### src/pfi_pkg.sv
// Package for the fault input mode block: types, mode codes and phase helpers.
package pfi_pkg;

  localparam int CNT_W = 12;
  localparam int SEL_W = 4;

  // Fault input mode codes.
  localparam logic [SEL_W-1:0] SEL_NONE = 4'h0;
  localparam logic [SEL_W-1:0] SEL_JUMP_WAIT = 4'h1;
  localparam logic [SEL_W-1:0] SEL_EXEC_WAIT = 4'h2;
  localparam logic [SEL_W-1:0] SEL_EXEC_ACT = 4'h3;
  localparam logic [SEL_W-1:0] SEL_ALL_KEEP = 4'h4;
  localparam logic [SEL_W-1:0] SEL_ALL_DEAD = 4'h5;
  localparam logic [SEL_W-1:0] SEL_ALL_WAIT = 4'h6;
  localparam logic [SEL_W-1:0] SEL_ALL_SW = 4'h7;
  localparam logic [SEL_W-1:0] SEL_EDGE_JUMP = 4'h8;
  localparam logic [SEL_W-1:0] SEL_EDGE_KEEP = 4'h9;
  localparam logic [SEL_W-1:0] SEL_LEVEL_KEEP = 4'hA;

  localparam logic [CNT_W-1:0] CNT_ZERO = 12'h000;
  localparam logic [CNT_W-1:0] CNT_ONE = 12'h001;

  typedef enum logic [3:0] {
    PH_DTA = 4'h1,
    PH_OTA = 4'h2,
    PH_DTB = 4'h4,
    PH_OTB = 4'h8
  } pfi_phase_t;

  // Per-input mode fields, as written by software.
  typedef struct packed {
    logic [SEL_W-1:0] sel_b;
    logic [SEL_W-1:0] sel_a;
  } pfi_cfg_t;

  // Last count value of each phase; a phase lasts its value plus one cycles.
  typedef struct packed {
    logic [CNT_W-1:0] ot_b;
    logic [CNT_W-1:0] dt_b;
    logic [CNT_W-1:0] ot_a;
    logic [CNT_W-1:0] dt_a;
  } pfi_dur_t;

  function automatic pfi_phase_t pfi_next_ph(input pfi_phase_t ph);
    unique case (ph)
      PH_DTA: pfi_next_ph = PH_OTA;
      PH_OTA: pfi_next_ph = PH_DTB;
      PH_DTB: pfi_next_ph = PH_OTB;
      default: pfi_next_ph = PH_DTA;
    endcase
  endfunction : pfi_next_ph

  function automatic logic [CNT_W-1:0] pfi_limit(input pfi_phase_t ph, input pfi_dur_t d);
    unique case (ph)
      PH_DTA: pfi_limit = d.dt_a;
      PH_OTA: pfi_limit = d.ot_a;
      PH_DTB: pfi_limit = d.dt_b;
      default: pfi_limit = d.ot_b;
    endcase
  endfunction : pfi_limit

endpackage : pfi_pkg

### src/pfi_fault_modes.sv
// Phase sequencer of the control PWM timer with fault input mode handling.
`timescale 1ns/1ps

// Behaviour
// - Mode 1: fault in own phases jumps to opposite dead time and holds while active.
// - Mode 1: after release the counter resumes in that opposite dead time.
// - Modes 1-3: input A triggers its jump only in A phases; B likewise.
// - Mode 2: jump, run opposite dead and on-time, then hold while fault active.
// - Mode 2: fault gone before opposite phases end means no waiting.
// - Mode 3: opposite dead and on-time repeat while the fault stays active.
// - Mode 3: on release the running phase completes, then normal order resumes.
// - Mode 4: either input forces both outputs off; counter unaffected.
// - Mode 5: fault during on-time kills outputs, jumps to opposite dead time.
// - Mode 5: while active, on-time starts become dead times; release completes dead time.
// - Mode 6: jump to next dead time, hold while active, resume with dead time.
// - Mode 7: fault stops outputs and counter until software restart.
// - Mode 7: fault still high at restart stops everything again at once.
// - Mode 7: restart always begins at dead time A.
// - Mode 8: rising edge in own on-time kills output, jumps to opposite dead time.
// - Mode 9: rising edge in own on-time blocks output for rest of on-time.
// - Mode 10: output held off while the fault level is active; counter unaffected.
// - Mode 10: release within own on-time keeps output off until that on-time ends.
module pfi_fault_modes (
  // Clock and reset
  input wire logic ref_clk,
  input wire logic arst_n,
  // Counter clock enable and software restart command
  input wire logic cnt_en,
  input wire logic restart,
  // Fault events, asynchronous to ref_clk
  input wire logic fault_a,
  input wire logic fault_b,
  // Configuration
  input wire pfi_pkg::pfi_cfg_t fault_input_select,
  input wire pfi_pkg::pfi_dur_t dur,
  // Waveforms and status
  output logic waveform_out_a,
  output logic waveform_out_b,
  output pfi_pkg::pfi_phase_t phase,
  output logic [pfi_pkg::CNT_W-1:0] count,
  output logic stopped
);
  import pfi_pkg::*;

  typedef struct packed {
    logic [1:0] meta;
    logic [1:0] syn;
    logic [1:0] prv;
    logic [1:0] pend;
    logic [1:0] blk;
    logic stop;
    pfi_phase_t ph;
    logic [CNT_W-1:0] cnt;
    logic wo_a;
    logic wo_b;
  } pfi_state_t;

  localparam pfi_state_t ST_RESET = '{
    meta: 2'h0, syn: 2'h0, prv: 2'h0, pend: 2'h0, blk: 2'h0, stop: 1'b0,
    ph: PH_DTA, cnt: CNT_ZERO, wo_a: 1'b0, wo_b: 1'b0
  };

  logic [1:0] rst_sync_reg;
  logic rst_n;
  pfi_state_t state_reg;
  pfi_state_t state_next;

  logic [1:0] flt;
  logic [1:0] rise;
  logic [SEL_W-1:0] sel [2];
  logic end_ph;
  logic hold;
  logic jump;
  logic kill;
  pfi_phase_t jtgt;
  pfi_phase_t atgt;

  // Own phases of input i: 0 is A, 1 is B.
  function automatic logic own_ph(input int i, input pfi_phase_t ph);
    own_ph = (i == 0) ? (ph == PH_DTA || ph == PH_OTA) : (ph == PH_DTB || ph == PH_OTB);
  endfunction : own_ph

  function automatic pfi_phase_t own_on(input int i);
    own_on = (i == 0) ? PH_OTA : PH_OTB;
  endfunction : own_on

  function automatic pfi_phase_t opp_dead(input int i);
    opp_dead = (i == 0) ? PH_DTB : PH_DTA;
  endfunction : opp_dead

  function automatic pfi_phase_t opp_on(input int i);
    opp_on = (i == 0) ? PH_OTB : PH_OTA;
  endfunction : opp_on

  always_ff @(posedge ref_clk or negedge arst_n) begin
    if (!arst_n) begin
      rst_sync_reg <= 2'h0;
    end else begin
      rst_sync_reg <= {rst_sync_reg[0], 1'b1};
    end
  end

  assign rst_n = rst_sync_reg[1];
  assign flt = state_reg.syn;
  assign rise = state_reg.syn & ~state_reg.prv;
  assign sel[0] = fault_input_select.sel_a;
  assign sel[1] = fault_input_select.sel_b;
  assign end_ph = cnt_en && (state_reg.cnt >= pfi_limit(state_reg.ph, dur));

  always_comb begin
    state_next = state_reg;
    state_next.meta = {fault_b, fault_a};
    state_next.syn = state_reg.meta;
    state_next.prv = state_reg.syn;
    hold = 1'b0;
    jump = 1'b0;
    kill = 1'b0;
    jtgt = state_reg.ph;
    atgt = pfi_next_ph(state_reg.ph);
    // Restart first, so a mode 7 fault seen in the same cycle stops again.
    if (restart && state_reg.stop) begin
      state_next.stop = 1'b0;
      state_next.ph = PH_DTA;
      state_next.cnt = CNT_ZERO;
    end
    for (int i = 0; i < 2; i++) begin
      if (sel[i] != SEL_JUMP_WAIT && sel[i] != SEL_EXEC_WAIT) begin
        state_next.pend[i] = 1'b0;
      end
      if (state_reg.ph != own_on(i) && !(sel[i] == SEL_LEVEL_KEEP && flt[i])) begin
        state_next.blk[i] = 1'b0;
      end
      unique case (sel[i])
        SEL_JUMP_WAIT: begin
          if (flt[i] && own_ph(i, state_reg.ph)) begin
            jump = 1'b1;
            jtgt = opp_dead(i);
            state_next.pend[i] = 1'b1;
          end
          if (state_reg.pend[i]) begin
            hold = hold | flt[i];
            state_next.pend[i] = flt[i];
          end
        end
        SEL_EXEC_WAIT: begin
          if (flt[i] && own_ph(i, state_reg.ph)) begin
            jump = 1'b1;
            jtgt = opp_dead(i);
            state_next.pend[i] = 1'b1;
          end
          if (state_reg.pend[i] && state_reg.ph == opp_on(i) && end_ph) begin
            hold = hold | flt[i];
            state_next.pend[i] = flt[i];
          end
        end
        SEL_EXEC_ACT: begin
          if (flt[i] && own_ph(i, state_reg.ph)) begin
            jump = 1'b1;
            jtgt = opp_dead(i);
          end
          if (flt[i] && state_reg.ph == opp_on(i)) begin
            atgt = opp_dead(i);
          end
          // Once released, the running phase simply ends into normal order.
        end
        SEL_ALL_KEEP: begin
          kill = kill | flt[i];
        end
        SEL_ALL_DEAD, SEL_ALL_WAIT: begin
          kill = kill | flt[i];
          if (flt[i] && (state_reg.ph == PH_OTA || state_reg.ph == PH_OTB)) begin
            jump = 1'b1;
            jtgt = pfi_next_ph(state_reg.ph);
          end
          if (flt[i] && (state_reg.ph == PH_DTA || state_reg.ph == PH_DTB)) begin
            atgt = pfi_next_ph(pfi_next_ph(state_reg.ph));
            if (sel[i] == SEL_ALL_WAIT && state_reg.cnt == CNT_ZERO) begin
              hold = 1'b1;
            end
          end
        end
        SEL_ALL_SW: begin
          if (flt[i]) begin
            state_next.stop = 1'b1;
          end
        end
        SEL_EDGE_JUMP: begin
          if (rise[i] && state_reg.ph == own_on(i)) begin
            jump = 1'b1;
            jtgt = opp_dead(i);
          end
        end
        SEL_EDGE_KEEP: begin
          if (rise[i] && state_reg.ph == own_on(i)) begin
            state_next.blk[i] = 1'b1;
          end
        end
        SEL_LEVEL_KEEP: begin
          if (flt[i]) begin
            state_next.blk[i] = 1'b1;
          end
        end
        default: begin
          // No action and reserved codes leave flow and outputs alone.
        end
      endcase
    end
    if (!state_reg.stop && !(restart && state_reg.stop)) begin
      if (jump) begin
        state_next.ph = jtgt;
        state_next.cnt = CNT_ZERO;
      end else if (hold) begin
        state_next.cnt = state_reg.cnt;
      end else if (end_ph) begin
        state_next.ph = atgt;
        state_next.cnt = CNT_ZERO;
      end else if (cnt_en) begin
        state_next.cnt = state_reg.cnt + CNT_ONE;
      end
    end
    // Outputs are registered from the next phase so a jump drops them in the same edge.
    kill = kill | state_next.stop;
    state_next.wo_a = (state_next.ph == PH_OTA) && !kill && !state_next.blk[0];
    state_next.wo_b = (state_next.ph == PH_OTB) && !kill && !state_next.blk[1];
  end

  always_ff @(posedge ref_clk or negedge rst_n) begin
    if (!rst_n) begin
      state_reg <= ST_RESET;
    end else begin
      state_reg <= state_next;
    end
  end

  assign waveform_out_a = state_reg.wo_a;
  assign waveform_out_b = state_reg.wo_b;
  assign phase = state_reg.ph;
  assign count = state_reg.cnt;
  assign stopped = state_reg.stop;
endmodule : pfi_fault_modes

### config.mk
export PLATFORM = sky130hd
export DESIGN_NAME = pfi_fault_modes
export DESIGN_NICKNAME = d
export VERILOG_FILES = /design/src/pfi_pkg.sv /design/src/pfi_fault_modes.sv
export SDC_FILE = /design/constraint.sdc
export NUM_CORES = 1
export LEC_CHECK = 0
export CAP_MARGIN = 5
export CORE_MARGIN = 2
export CORE_UTILIZATION = 65
export CTS_CLUSTER_SIZE = 20
export DETAILED_ROUTE_END_ITERATION = 7
export DONT_BUFFER_PORTS = 1
export PLACE_DENSITY_LB_ADDON = 0.2
export SYNTH_ARGS = -nofsm -noshare
export SYNTH_HDL_FRONTEND = slang
export SYNTH_SLANG_ARGS = --single-unit
### constraint.sdc
create_clock -name ref_clk -period 2.2 [get_ports ref_clk]
set_clock_uncertainty 0.05 [all_clocks]
set_input_delay 0.44 -clock ref_clk [delete_from_list [all_inputs] [get_ports ref_clk]]
set_output_delay 0.44 -clock ref_clk [all_outputs]
set_load 0.005 [all_outputs]
======== Word level (Yosys, flattened, before mapping) ========
Index checks and enable logic that the tools add are counted.
Widths: inputs -> output; s select.
word-level totals
  output and inout port bits .............. 19
  bits of input ports ..................... 62
  flip-flop bits (word level) ............. 31
  word-level logic and storage cells ...... 176
cells by class
  multiplexer cells ....................... 72
  $add $sub $neg .......................... 1
  reductions and logical operators ........ 47
  bitwise gates (word level) .............. 5
  $lt $le $gt $ge ......................... 1
  equal/unequal tests ..................... 39
operator list
  operator               count
  $mux 4                 16
  $pmux 4 s3             5
  $eq 4x3->1 const B     11
  $mux 12                3
  $pmux 12 s3            1
  $mux 1                 34
  $eq 4x2->1 const B     8
  $eq 4x4->1 const B     8
  $mux 16                2
  $logic_and 1x1->1      29
  $eq 4x1->1 const B     5
  $mux 17                1
  $pmux 4 s2             2
  $add 12x1->12 const B  1
  $ge 12x12->1           1
  $logic_not 12->1       1
  $ne 4x2->1 const B     3
  $pmux 1 s3             4
  $reduce_or 3->1        4
  $ne 4x1->1 const B     2
  $pmux 1 s2             4
  $logic_not 1->1        7
  $logic_or 1x1->1       4
  $ne 4x4->1 const B     1
  5 further kinds        8

======== Longest topological paths before layout ========
  word-level depth ........................ 18
  gate-level depth with buffers ........... 17

======== Least setup slack after synthesis ========
OpenSTA, ideal clock, no wires.
  kind .................................... reg-to-reg
  from .................................... register state_reg, in the netlist phase[0]
  to ...................................... register state_reg, in the netlist waveform_out_b
  path buffers ............................ 2
  data required time ...................... 2.055 ns
  cell stages (with the launch flop) ...... 15
  path slack .............................. -1.715 ns
  arrival ................................. 3.770 ns
  cell sequence ........................... dfstp_2 > buf_6 > nor4b_2 > clkbuf_1 > a222oi_1 > a21boi_0 > ha_1 > o21ai_0 > a21oi_1 > o311ai_0 > and2_1 > or3_2 > a211o_2 > or4b_4 > nor4b_2
RTL lines
  item                      RTL line                text
  start: declaration        pfi_fault_modes.sv:65   pfi_state_t state_reg;
  start signal: assignment  pfi_fault_modes.sv:231  state_reg <= state_next;

==> results by group <==
Power and ir drop
  • Power density over the cells: 981 mW/mm2
  • Sw Ratio: 0.467
  • Max rail drop VDD: 0.748 mV
  • Clock share of power: 0.125
  • Internal: 2.01 mW
  • Gate power share: 0.677
  • Leakage: 1.71 nW
  • Part of the power in registers: 0.198
  • Sw power: 1.76 mW
  • Pwr Total: 3.77 mW

Worst setup path
  • Worst Path Max Fanout: 14
  • R2R depth: 14
  • CP endpoint: waveform_out_a$_DFF_PN0_
  • Setup slack, reg-to-reg: -2.02 ns
  • Worst reg2reg endpoint: waveform_out_a$_DFF_PN0_
  • Critical path class: reg -> reg
  • Worst path slowest cell: dfstp_2
  • CP startpoint kind: flip-flop
  • CP startpoint: phase[0]$_DFF_PN1_
  • Required time of the critical path: 2.35 ns
  • Critical path, cell by cell: buf_6 -> nor4b_4 -> buf_12 -> a222oi_1 -> nand2_1 -> ha_1 -> nor2_1 -> a21oi_2 -> o311ai_4 -> and2_4 -> or3_4 -> a211o_4 -> or4b_4 -> nor4b_4
  • FF-to-FF Start: phase[0]$_DFF_PN1_
  • WP data arrival: 4.37 ns
  • CP Capture Type: flip-flop
  • CP max stage delay: 0.62 ns
  • CP dominant cell by count: nor4b_4

Logic synthesis
  • EDFF count, synth: 0
  • Mean post-synth cell area: 8.50 um2
  • Synth area leaders: dfrtp_1 (27%), ha_1 (6.2%), buf_4 (4.8%), a222oi_1 (4.2%), nand2_1 (4.0%)
  • #FFs+latches synth: 31
  • Asr flop ratio synth: 1.00
  • Mapped Cells: 333
  • Net Count, Synth: 409
  • Mapped Area: 0.00283 mm2
  • Synth warnings: 0
  • Synth unique cells: 66
  • Sequential area share after synthesis: 0.275
  • Leading area contributor after synthesis: dfrtp_1
  • Synth top area share: 0.265
  • Leading post-synthesis cells by instance count: dfrtp_1 (30), nand2_1 (30), nor2_1 (29)
  • Prevailing post-synth register cell: dfrtp_1

CTS
  • Clk_lat worst skew: 0.30 ns
  • TritonCTS clock tree: built
  • CTS buffer count: 5
  • CTS H-tree depth: 2
  • Clk slew on worst S/H paths: 0.07 ns
  • Maximum clock insertion buffer count: 2
  • # clock sinks: 31
  • CTS root buf: clkbuf_8

Detailed routing
  • Overall routed net length: 14,400 um
  • Vias: 3,845
  • Drt pass-1 iters: 8
  • Post-DR wirelength/cell: 31.5 um
  • Initial DRC count: 800
  • DRC viols: 186
  • Post-route ant nets: 0
  • Via/cell ratio: 8.45

GRT
  • Global route total overflow: 0
  • Pin count of the biggest net entering global routing: 20
  • Initial antenna violation count: 0
  • Global Route Usage Sum: 0.453
  • Vias in the first global route: 3,484
  • First-pass GRT wire length: 17,100 um

Placement
  • RePlAce Congestion: 0.959
  • Dpl ws: -1.58 ns
  • Placed Cells: 432
  • Dpl cell area: 0.00339 mm2
  • Hpwl dp: 7310 um
  • Port Buffer Count: 0

Floorplan
  • Die height: 70.0 um
  • Core Region: 0.00409 mm2
  • Initial Utilization: 0.693
  • Num ports: 81
  • Die area: 0.00490 mm2
  • Row cnt: 23
  • Die W: 70.0 um

Final layout
  • Seq. cell area: 781 um2
  • Fill cell count: 120
  • Max reg flops: 12
  • Fraction of layout instances using a drive strength above 1: 0.395
  • Multi-input gate area: 0.00204 mm2
  • Final Non-Filler Cells: 455
  • Diode count: 0
  • Syn-to-layout area delta: 35.9%
  • Fin nets: 481
  • Design area: 0.00385 mm2

STA
  • Max Slew Vio Count: 0
  • Setup violations, final: 20
  • Least-Margin Pin Slew: 1.06 ns
  • Unrepaired setup endpoints after global routing: yes
  • Setup tns final: -35.20 ns
  • PnR worst setup slack: -2.02 ns
  • Worst rel slew slack: 0.284
  • FMAX: 237 MHz
  • Min Clock Period, post-route: 4.22 ns
  • Tcrit/Tclk final: 1.92
  • Final Hold Viols: 0

Min path
  • Worst Hold Class: in -> reg

Status
  • Status: complete, but fails checks
  • Failing checks: DRC, setup timing

Job
  • Number of max-cap violations: 0
-- power by group through the flow --
stage                     Sequential, mW  Clock (mW)  Combinational, mW
after floorplan                    0.748           0               1.10
after global placement             0.732           0               1.59
after detailed placement           0.742           0               1.68
after CTS                          0.732       0.460               1.96
after global routing               0.741       0.489               2.62
final                              0.746       0.473               2.55
-- area by class of cell --
type | count | area share
Multi-Input combinational cell | 260 | 0.531
Timing Repair Buffer | 99 | 0.219
Sequential cell | 31 | 0.203
Clock buffer | 6 | 0.0215
Tap cell | 50 | 0.0163
Inverter | 8 | 0.00780
Clock inverter | 1 | 0.00130
-- critical path: cells and delay by family, from the launching register on --
kind	cells	cell delay, ns
AO/OA/AOI/OAI	4	1.01
adder cells (fa/ha/maj)	1	0.33
buffers and inverters	2	0.28
flip-flops	1	0.62
AND/OR/NAND/NOR	7	1.81
-- per-stage QoR --
step	utilization	hold slack (ns)
6_report	0.942	0.120
5_1_grt	0.942	0.107
4_1_cts	0.902	0.121
3_5_place_dp	0.830	0.0945
3_3_place_gp	0.830	0.0945
2_1_floorplan	-	0.0944
-- cell families (layout without fill, tap and decap cells) --
kind of cell | Yosys count | in the layout | synth area share
buffers and inverters | 42 | 114 | 0.0897
adder cells (fa/ha/maj) | 14 | 14 | 0.0619
other | 1 | 1 | 0.00132
XOR/XNOR | 10 | 10 | 0.0309
AND/OR/NAND/NOR | 139 | 139 | 0.287
flip-flops | 31 | 31 | 0.275
AO/OA/AOI/OAI | 96 | 96 | 0.255
-- how the worst min path moves through the flow --
stage	start	to	slack, ns	cells after the start
after detailed placement	arst_n	rst_sync_reg[1]$_DFF_PN0_	0.09	0
after floorplan	arst_n	rst_sync_reg[0]$_DFF_PN0_	0.09	0
after CTS	fault_a	state_next[25]$_DFF_PN0_	0.12	0
final	fault_b	state_next[26]$_DFF_PN0_	0.12	0
after global placement	arst_n	rst_sync_reg[1]$_DFF_PN0_	0.09	0
after global routing	fault_a	state_next[25]$_DFF_PN0_	0.11	0
-- layer usage --
layer | share of wire | global-route usage | vias to the layer above
met4 | 0.12 | 0.344 | 0
li1 | - | - | 1399
met3 | 0.17 | 0.173 | 205
met1 | 0.30 | 0.489 | 1696
met2 | 0.40 | 0.714 | 545
met5 | 0 | 0 | -
-- what timing repair did --
item                                   4_1_cts  5_1_grt
resized for setup                           24       33
setup endpoints to repair                   20       20
pin swaps                                   11       19
cloned                                       1        0
endpoints found under the hold margin        2        0
setup buffers                                9        5
hold buffers                                 1        0
-- placed cells by master (no fill, tap or decap), drive strengths merged, types with 3 or more instances in the layout --
cell type,count
xnor2,5
nand3,14
nand2,30
a22o,4
a31oi,3
nand4,10
o211ai,3
or3,5
a21oi,17
xor2,5
nor4b,8
nor2b,5
or4b,3
o22ai,3
nor4,5
nand2b,5
a21o,5
inv,7
nor2,29
nor3,7
a222oi,12
clkbuf,7
buf,97
a32o,3
and2,3
nor3b,4
dfrtp,30
ha,14
a21boi,11
o21ai,17
Note: power is estimated with default switching activity, not from simulation.
